==> src/hdl/sensor_status_regs.svh <==
// Register addresses, bit positions and timing figures of the status bank
// How it works
// - Writing 1 to an event status bit clears that flag.
// - Writing 0 leaves a set event flag untouched, so new events survive.
// - Event bit 7 flags saturation when the saturation enable is set.
// - Event bit 3 flags a threshold and persistence event when enabled.
// - Event bit 2 flags buffer level; re-asserts while the fill level is nonzero and at or above its threshold.
// - Event bit 0 flags a system event when enabled; cause in mux status.
// - Saturation status bit 6 reads 1 after a measurement completes.
// - Saturation status bit 4 shows the integration counter reached maximum.
// - Saturation status bit 3 shows analog front end saturation.
// - Direction bit 5 shows the event came from exceeding the high threshold.
// - Direction bit 4 shows the event came from falling below low threshold.
// - Mux status bit 2 shows a sensor mux command has finished.
// - Fault bit 7 shows buffer overrun, cleared when the buffer is read.
// - Fault bit 5 shows over temperature, cleared by writing 1.
// - Fault bit 2 shows wait time too short for the integration time.
// - Fault bit 1 reads 1 while sleeping on interrupt; clearing ends sleep.
// - Fault bit 0 stays 1 for about 300 us after power on.
// - Threshold event when result leaves the window for persistence samples.
// - With sleep enabled, stop oscillator on interrupt until all cleared.
`ifndef SENSOR_STATUS_REGS_SVH
`define SENSOR_STATUS_REGS_SVH

`define ADDR_SAT_STATUS 8'h90
`define ADDR_DIR_STATUS 8'h91
`define ADDR_EVENT_STATUS 8'h93
`define ADDR_MUX_STATUS 8'hbb
`define ADDR_FAULT_STATUS 8'hbc

`define REG_RESET 8'h00

`define EV_SAT_BIT 7
`define EV_THRESH_BIT 3
`define EV_BUFFER_BIT 2
`define EV_SYSTEM_BIT 0

`define SAT_DONE_BIT 6
`define SAT_COUNTER_BIT 4
`define SAT_ANALOG_BIT 3

`define DIR_ABOVE_BIT 5
`define DIR_BELOW_BIT 4

`define MUX_DONE_BIT 2

`define FLT_OVERRUN_BIT 7
`define FLT_OVERTEMP_BIT 5
`define FLT_TRIGGER_BIT 2
`define FLT_SLEEP_BIT 1
`define FLT_BUSY_BIT 0

`define INIT_TIME_US 300
`define CLK_FREQ_MHZ 25

`endif

==> src/hdl/sensor_status_pkg.sv <==
// Types shared by the status bank modules
package sensor_status_pkg;

    typedef logic [7:0] reg_byte_t;

    typedef enum logic [0:0] {
        INIT_RUN = 1'b0,
        INIT_DONE = 1'b1
    } init_state_t;

endpackage

==> src/hdl/threshold_persistence.sv <==
// Window comparator with consecutive-sample persistence count
`timescale 1ns/1ns
module threshold_persistence #(
    parameter int RESULT_W = 16,
    parameter int PERS_W = 4
) (
    input wire logic clk,
    input wire logic reset,
    input wire logic sample,
    input wire logic [RESULT_W-1:0] result,
    input wire logic [RESULT_W-1:0] low_threshold,
    input wire logic [RESULT_W-1:0] high_threshold,
    input wire logic [PERS_W-1:0] persistence_count,
    output logic event_pulse,
    output logic above_high_threshold,
    output logic below_low_threshold
);
    logic [PERS_W-1:0] run_reg;
    logic [PERS_W-1:0] run_next;
    logic [PERS_W-1:0] need;
    logic is_above;
    logic is_below;
    logic fire;

    assign is_above = result > high_threshold;
    assign is_below = result < low_threshold;
    // A zero count is taken as one, so every outside sample fires
    assign need = (persistence_count == '0) ? PERS_W'(1) : persistence_count;
    // Saturate the run so a long excursion keeps firing
    assign run_next = (run_reg == '1) ? run_reg : run_reg + PERS_W'(1);
    assign fire = sample && (is_above || is_below) && (run_next >= need);

    always_ff @(posedge clk)
    begin
        if (reset)
        begin
            run_reg <= '0;
        end
        else if (sample)
        begin
            run_reg <= (is_above || is_below) ? run_next : '0;
        end
    end

    always_ff @(posedge clk)
    begin
        if (reset)
        begin
            event_pulse <= 1'b0;
            above_high_threshold <= 1'b0;
            below_low_threshold <= 1'b0;
        end
        else
        begin
            event_pulse <= fire;
            above_high_threshold <= fire && is_above;
            below_low_threshold <= fire && is_below;
        end
    end
endmodule

==> src/hdl/sensor_event_status_bank.sv <==
// Status and event flag register bank of the light sensor
`timescale 1ns/1ns
`include "sensor_status_regs.svh"
module sensor_event_status_bank #(
    parameter int INIT_BUSY_CYCLES = `INIT_TIME_US * `CLK_FREQ_MHZ,
    parameter int LEVEL_W = 8,
    parameter int PERS_W = 4
) (
    input wire logic clk,
    input wire logic reset,
    input wire logic [7:0] reg_addr,
    input wire logic [7:0] reg_wdata,
    input wire logic reg_write,
    input wire logic reg_read,
    output logic [7:0] reg_rdata,
    input wire logic saturation_irq_enable,
    input wire logic spectral_irq_enable,
    input wire logic buffer_irq_enable,
    input wire logic system_irq_enable,
    input wire logic sleep_on_irq_enable,
    input wire logic measurement_start,
    input wire logic measurement_done,
    input wire logic counter_saturation,
    input wire logic analog_saturation,
    input wire logic [15:0] channel_zero_result,
    input wire logic [15:0] low_threshold,
    input wire logic [15:0] high_threshold,
    input wire logic [PERS_W-1:0] persistence_count,
    input wire logic [LEVEL_W-1:0] buffer_fill_level,
    input wire logic [LEVEL_W-1:0] buffer_level_threshold,
    input wire logic buffer_read,
    input wire logic buffer_overflow,
    input wire logic over_temperature,
    input wire logic trigger_timing_error,
    input wire logic mux_command_done,
    output logic irq,
    output logic osc_stop,
    output logic init_busy
);
    localparam int CNT_W = $clog2(INIT_BUSY_CYCLES + 1);

    sensor_status_pkg::reg_byte_t event_status_reg;
    sensor_status_pkg::reg_byte_t event_status_next;
    sensor_status_pkg::reg_byte_t sat_status_reg;
    sensor_status_pkg::reg_byte_t dir_status_reg;
    sensor_status_pkg::reg_byte_t mux_status_reg;
    sensor_status_pkg::reg_byte_t fault_status_reg;
    sensor_status_pkg::reg_byte_t rdata_reg;
    sensor_status_pkg::reg_byte_t read_mux;
    sensor_status_pkg::reg_byte_t event_clr;
    sensor_status_pkg::reg_byte_t fault_clr;
    sensor_status_pkg::reg_byte_t event_keep;
    sensor_status_pkg::init_state_t init_state_reg;
    logic [CNT_W-1:0] init_count_reg;
    logic thresh_event;
    logic thresh_above;
    logic thresh_below;
    logic sat_event;
    logic buffer_condition;
    logic any_irq;

    // Flag update where a new event always beats a clear
    function automatic logic flag_next(input logic cur, input logic set,
                                       input logic clr);
        flag_next = set | (cur & ~clr);
    endfunction

    threshold_persistence #(
        .RESULT_W(16),
        .PERS_W(PERS_W)
    ) u_thresh (
        .clk(clk),
        .reset(reset),
        .sample(measurement_done),
        .result(channel_zero_result),
        .low_threshold(low_threshold),
        .high_threshold(high_threshold),
        .persistence_count(persistence_count),
        .event_pulse(thresh_event),
        .above_high_threshold(thresh_above),
        .below_low_threshold(thresh_below)
    );

    assign event_clr = (reg_write && reg_addr == `ADDR_EVENT_STATUS) ?
        reg_wdata : `REG_RESET;
    assign fault_clr = (reg_write && reg_addr == `ADDR_FAULT_STATUS) ?
        reg_wdata : `REG_RESET;
    assign event_keep = event_status_reg & ~reg_wdata;
    assign sat_event = counter_saturation | analog_saturation;
    // Level term: a clear does not drop the flag while data stays at or above the threshold
    assign buffer_condition = buffer_irq_enable &&
        (buffer_fill_level != '0) &&
        (buffer_fill_level >= buffer_level_threshold);

    always_comb
    begin
        event_status_next = `REG_RESET;
        event_status_next[`EV_SAT_BIT] = flag_next(
            event_status_reg[`EV_SAT_BIT],
            saturation_irq_enable & sat_event,
            event_clr[`EV_SAT_BIT]);
        event_status_next[`EV_THRESH_BIT] = flag_next(
            event_status_reg[`EV_THRESH_BIT],
            spectral_irq_enable & thresh_event,
            event_clr[`EV_THRESH_BIT]);
        event_status_next[`EV_BUFFER_BIT] = flag_next(
            event_status_reg[`EV_BUFFER_BIT],
            buffer_condition,
            event_clr[`EV_BUFFER_BIT]);
        event_status_next[`EV_SYSTEM_BIT] = flag_next(
            event_status_reg[`EV_SYSTEM_BIT],
            system_irq_enable & mux_command_done,
            event_clr[`EV_SYSTEM_BIT]);
    end

    always_ff @(posedge clk)
    begin
        if (reset)
        begin
            event_status_reg <= `REG_RESET;
        end
        else
        begin
            event_status_reg <= event_status_next;
        end
    end

    // Measurement status lives until the next measurement starts
    always_ff @(posedge clk)
    begin
        if (reset)
        begin
            sat_status_reg <= `REG_RESET;
        end
        else
        begin
            sat_status_reg[`SAT_DONE_BIT] <= flag_next(
                sat_status_reg[`SAT_DONE_BIT], measurement_done,
                measurement_start);
            sat_status_reg[`SAT_COUNTER_BIT] <= flag_next(
                sat_status_reg[`SAT_COUNTER_BIT], counter_saturation,
                measurement_start);
            sat_status_reg[`SAT_ANALOG_BIT] <= flag_next(
                sat_status_reg[`SAT_ANALOG_BIT], analog_saturation,
                measurement_start);
        end
    end

    // Direction stays with the threshold flag it explains
    always_ff @(posedge clk)
    begin
        if (reset)
        begin
            dir_status_reg <= `REG_RESET;
        end
        else
        begin
            dir_status_reg[`DIR_ABOVE_BIT] <= flag_next(
                dir_status_reg[`DIR_ABOVE_BIT], thresh_above,
                event_clr[`EV_THRESH_BIT]);
            dir_status_reg[`DIR_BELOW_BIT] <= flag_next(
                dir_status_reg[`DIR_BELOW_BIT], thresh_below,
                event_clr[`EV_THRESH_BIT]);
        end
    end

    // Cause of the system event, dropped with the system flag
    always_ff @(posedge clk)
    begin
        if (reset)
        begin
            mux_status_reg <= `REG_RESET;
        end
        else
        begin
            mux_status_reg[`MUX_DONE_BIT] <= flag_next(
                mux_status_reg[`MUX_DONE_BIT], mux_command_done,
                event_clr[`EV_SYSTEM_BIT]);
        end
    end

    always_ff @(posedge clk)
    begin
        if (reset)
        begin
            fault_status_reg <= `REG_RESET;
        end
        else
        begin
            fault_status_reg[`FLT_OVERRUN_BIT] <= flag_next(
                fault_status_reg[`FLT_OVERRUN_BIT], buffer_overflow,
                buffer_read);
            fault_status_reg[`FLT_OVERTEMP_BIT] <= flag_next(
                fault_status_reg[`FLT_OVERTEMP_BIT], over_temperature,
                fault_clr[`FLT_OVERTEMP_BIT]);
            fault_status_reg[`FLT_TRIGGER_BIT] <= trigger_timing_error;
            // Cannot be cleared while an interrupt still holds it
            fault_status_reg[`FLT_SLEEP_BIT] <= flag_next(
                fault_status_reg[`FLT_SLEEP_BIT],
                sleep_on_irq_enable & any_irq,
                fault_clr[`FLT_SLEEP_BIT]);
        end
    end

    // Power-on busy timer
    always_ff @(posedge clk)
    begin
        if (reset)
        begin
            init_state_reg <= sensor_status_pkg::INIT_RUN;
            init_count_reg <= '0;
        end
        else
        begin
            case (init_state_reg)
                sensor_status_pkg::INIT_RUN:
                begin
                    if (init_count_reg == CNT_W'(INIT_BUSY_CYCLES - 1))
                    begin
                        init_state_reg <= sensor_status_pkg::INIT_DONE;
                    end
                    else
                    begin
                        init_count_reg <= init_count_reg + CNT_W'(1);
                    end
                end
                sensor_status_pkg::INIT_DONE:
                begin
                    init_state_reg <= sensor_status_pkg::INIT_DONE;
                end
                default:
                begin
                    init_state_reg <= sensor_status_pkg::INIT_RUN;
                end
            endcase
        end
    end

    always_comb
    begin
        case (reg_addr)
            `ADDR_SAT_STATUS: read_mux = sat_status_reg;
            `ADDR_DIR_STATUS: read_mux = dir_status_reg;
            `ADDR_EVENT_STATUS: read_mux = event_status_reg;
            `ADDR_MUX_STATUS: read_mux = mux_status_reg;
            `ADDR_FAULT_STATUS:
            begin
                read_mux = fault_status_reg;
                read_mux[`FLT_BUSY_BIT] = init_busy;
            end
            default: read_mux = `REG_RESET;
        endcase
    end

    always_ff @(posedge clk)
    begin
        if (reset)
        begin
            rdata_reg <= `REG_RESET;
        end
        else if (reg_read)
        begin
            rdata_reg <= read_mux;
        end
    end

    // Flags only set when enabled, so any set flag counts
    assign any_irq = event_status_reg[`EV_SAT_BIT] |
        event_status_reg[`EV_THRESH_BIT] |
        event_status_reg[`EV_BUFFER_BIT] |
        event_status_reg[`EV_SYSTEM_BIT];
    assign irq = any_irq;
    assign osc_stop = fault_status_reg[`FLT_SLEEP_BIT];
    assign init_busy = (init_state_reg == sensor_status_pkg::INIT_RUN);
    assign reg_rdata = rdata_reg;
endmodule

==> config.mk <==
export PLATFORM = sky130hd
export DESIGN_NAME = sensor_event_status_bank
export DESIGN_NICKNAME = d
export VERILOG_FILES = /design/src/hdl/sensor_status_pkg.sv /design/src/hdl/threshold_persistence.sv /design/src/hdl/sensor_event_status_bank.sv
export VERILOG_INCLUDE_DIRS = /design/src /design/src/hdl
export SDC_FILE = /design/constraint.sdc
export NUM_CORES = 1
export LEC_CHECK = 0
export BUFFER_PORTS_ARGS = -buffer_cell sky130_fd_sc_hd__buf_2
export CAP_MARGIN = 40
export CORE_UTILIZATION = 53
export DETAILED_ROUTE_END_ITERATION = 7
export PLACE_DENSITY = 0.86
export SLEW_MARGIN = 20
export SYNTH_ARGS = -nofsm -noshare
export SYNTH_HDL_FRONTEND = slang
export SYNTH_SLANG_ARGS = --single-unit
export TNS_END_PERCENT = 10
==> constraint.sdc <==
create_clock -name clk -period 6.22 [get_ports clk]
set_input_delay 0.622 -clock clk [delete_from_list [all_inputs] [get_ports clk]]
set_output_delay 0.622 -clock clk [all_outputs]
set_load 0.01 [all_outputs]
==> reports/results.ini <==
[run_status]
outcome = finished clean

[place]
gp_congestion = 0.788
pre_cts_slack_ns = 3.66
dp.cells = 533
io_buffers = 110
dp_hpwl_um = 5250

[logic_synthesis]
netlist_instances = 359
ys_seq_area_frac = 0.298
synth_cell_type_count = 52
syn_area_per_cell_um2 = 8.05
synth-main-ff-cell = dfxtp_1
ys_warn_count = 0
async_reset_ff_frac = 0
syn_nets = 506
ys_ff_latch = 43
syn_area_um2 = 2890
synth-edff-count = 0

[sta]
finalSetupTns_ns = 0
hold_violations = 0
period_share = 0.363
fmax_mhz = 443
tightest_slew_ns = 0.700
finClkSkew_ns = 0.00490
maxSlewHeadroom = 0.534
setup_ws_ns = 3.96
drv_slew = 0
finalSetupViolCount = 0
grt_setup_unrepaired = no
period_minus_slack_ns = 2.26
holdWs_ns = 0.457

[min_path]
whs_endpoint = dir_status_reg[4]
hold_depth = 2
min_path_type = reg2reg
hp-start = u_thresh.below_low_threshold

[cts]
cts.clk_slew.worst_paths_ns = 0.08
cts_made_buffers = 5
clk_latency_ns = 0.30
ctsHtreeMaxLevel = 2
cts_tree = done
root_buffer = clkbuf_8
cts_setup_buffers = 0
cts.path.max_buffers = 2
cts_sinks = 43
hold_buffers = 0
cts_resized = 0

[finish]
antenna_cells = 0
largest_reg_flops = 13
area_growth_pct = 24.2
finalNonFillerCells = 541
final_layout_size_suffix_gt1_frac = 0.276
final_nets = 617

[critical_path]
rrSetupSlack_ns = 4.01
startpoint_type = primary input
crit_arrival_ns = 2.41
max_stage_delay_ns = 0.51
cp_max_fo = 5
cp_top_family = compound AO/OA/AOI/OAI gates
reg2reg_depth = 10
path_buf_inv = 1
crit_chain = buf_2 > ha_1 > nor2b_1 > o211ai_1 > a2111oi_0 > or4_1 > a32oi_2 > o32ai_1
r2r-end = u_thresh.event_pulse
crit_type = in2reg
required_ns = 6.37
slowest_stage = or4_1
r2r_start = u_thresh.run_reg[0]
end_kind = flop

[die]
ios = 113
row_count = 26
die_x_um = 75.9
start_util = 0.559
fp.dieArea_um2 = 5750
die_y_um = 75.9
core_area_um2 = 5170

[global_routing]
grt_start_max_net_pins = 41
grt_pass1_vias = 2650
antenna_found_initial = 0
grt_pass1_wl_um = 10500
globalRouteOverflowTotal = 0
grt.total_usage = 0.235

[power]
powerDensity_nw_per_um2 = 167
power.total_w = 0.000599
leakage_nw = 1.86
ir_worst_vdd_v = 0.0000824

[job]
max_cap_violations = 0

[detailed_routing]
drtAntennaViolNets = 0
routedWlPerCell_um = 11.8
route.detailed.drc = 0
drtIter0Drc = 130
routed_wl_um = 6390
dr.pass1.iters = 4
via_count = 2873
via_per_inst = 5.31

==> worst max-delay path by stage <==
stage	start	to	slack (ns)	depth (start not counted)
CTS	channel_zero_result[1]	u_thresh.run_reg[2]	3.97	8
global placement	channel_zero_result[1]	u_thresh.run_reg[2]	3.68	8
detailed placement	channel_zero_result[1]	u_thresh.run_reg[2]	3.66	8
global route	u_thresh.run_reg[0]	u_thresh.event_pulse	3.85	9
floorplan	high_threshold[1]	u_thresh.run_reg[1]	3.96	8
finish	channel_zero_result[1]	u_thresh.run_reg[2]	3.96	8
==> metrics by stage <==
step / util / cell area (µm²)
finish: 0.694 / 3590
global route: 0.694 / 3590
CTS: 0.694 / 3590
detailed placement: 0.678 / 3510
global placement: 0.678 / 3510
floorplan: - / 2890
==> layer usage <==
layer | vias up | share of wire | track usage
met4 | 0 | 0.018 | 0.0905
met3 | 11 | 0.060 | 0.0476
met5 | - | 0 | 0
met2 | 105 | 0.48 | 0.435
met1 | 1273 | 0.45 | 0.261
li1 | 1484 | - | -
==> report_power, final <==
group | internal, W | leakage, nW | switching [W]
Combinational | 0.0000663 | 1.46 | 0.0000664
Sequential | 0.000286 | 0.351 | 0.00000854
Clock | 0.0000784 | 0.0412 | 0.0000936
==> worst register-to-register path, stage by stage (launching register included) <==
cell	delay [ns]
dfxtp_1	0.43
ha_1	0.25
nand3_1	0.16
xnor2_1	0.16
ha_1	0.28
nand2b_1	0.13
a21o_1	0.17
a21o_1	0.16
a21oi_1	0.14
or2_2	0.15
nor2_1	0.04
==> cells in the mapped netlist, types with 2 or more instances <==
| library cell | instances | area share |
|---|---|---|
| or4_1 | 3 | 0.0078 |
| inv_1 | 49 | 0.064 |
| nor2_1 | 37 | 0.048 |
| nand4_1 | 6 | 0.013 |
| a21oi_1 | 35 | 0.061 |
| o21ai_0 | 13 | 0.023 |
| nand2b_1 | 5 | 0.011 |
| or3_1 | 4 | 0.0087 |
| ha_1 | 45 | 0.19 |
| a22oi_1 | 3 | 0.0078 |
| o32ai_1 | 2 | 0.0061 |
| clkbuf_1 | 5 | 0.0065 |
| nand3_1 | 19 | 0.033 |
| dfxtp_1 | 43 | 0.30 |
| xor2_1 | 6 | 0.018 |
| xnor2_1 | 3 | 0.0091 |
| a21o_1 | 6 | 0.016 |
| nor3_1 | 4 | 0.0069 |
| nor4_1 | 2 | 0.0043 |
| nand2_1 | 25 | 0.032 |
| a221oi_1 | 3 | 0.0091 |
| nor2b_1 | 2 | 0.0043 |
| and3_1 | 5 | 0.011 |
| a211oi_1 | 3 | 0.0078 |
| nand3b_1 | 2 | 0.0052 |
| or2_2 | 3 | 0.0065 |
==> cells by family after synthesis <==
family / share of synthesized area
compound gates: 0.171
xor+xnor: 0.0273
fa+ha+maj: 0.195
mux: 0.00736
flops: 0.298
simple gates: 0.230
buf+inv: 0.0714
==> final cells by class <==
cell class,instances,area [µm²]
Inverter,49,184
Multi-Input combinational cell,261,1820
Clock buffer,6,72.6
Timing Repair Buffer,110,551
Tap cell,70,87.6
Sequential cell,43,861
Clock inverter,2,12.5
Fill cell,412,1580
==> layout by cell type, fill, tap and decap left out, drive strengths merged, types with 3 or more instances in the layout <==
| cell | instances |
|---|---|
| a21oi | 35 |
| and3 | 6 |
| a21o | 6 |
| nor3 | 4 |
| nand2b | 5 |
| clkbuf | 6 |
| inv | 49 |
| or2 | 3 |
| a221oi | 3 |
| dfxtp | 43 |
| buf | 110 |
| or3 | 4 |
| xnor2 | 3 |
| nand4 | 7 |
| o21ai | 13 |
| a22oi | 3 |
| nand3 | 19 |
| xor2 | 6 |
| a211oi | 3 |
| or4 | 4 |
| nor2 | 38 |
| nand2 | 25 |
| ha | 45 |
Note: power is estimated with default switching activity, not from simulation.
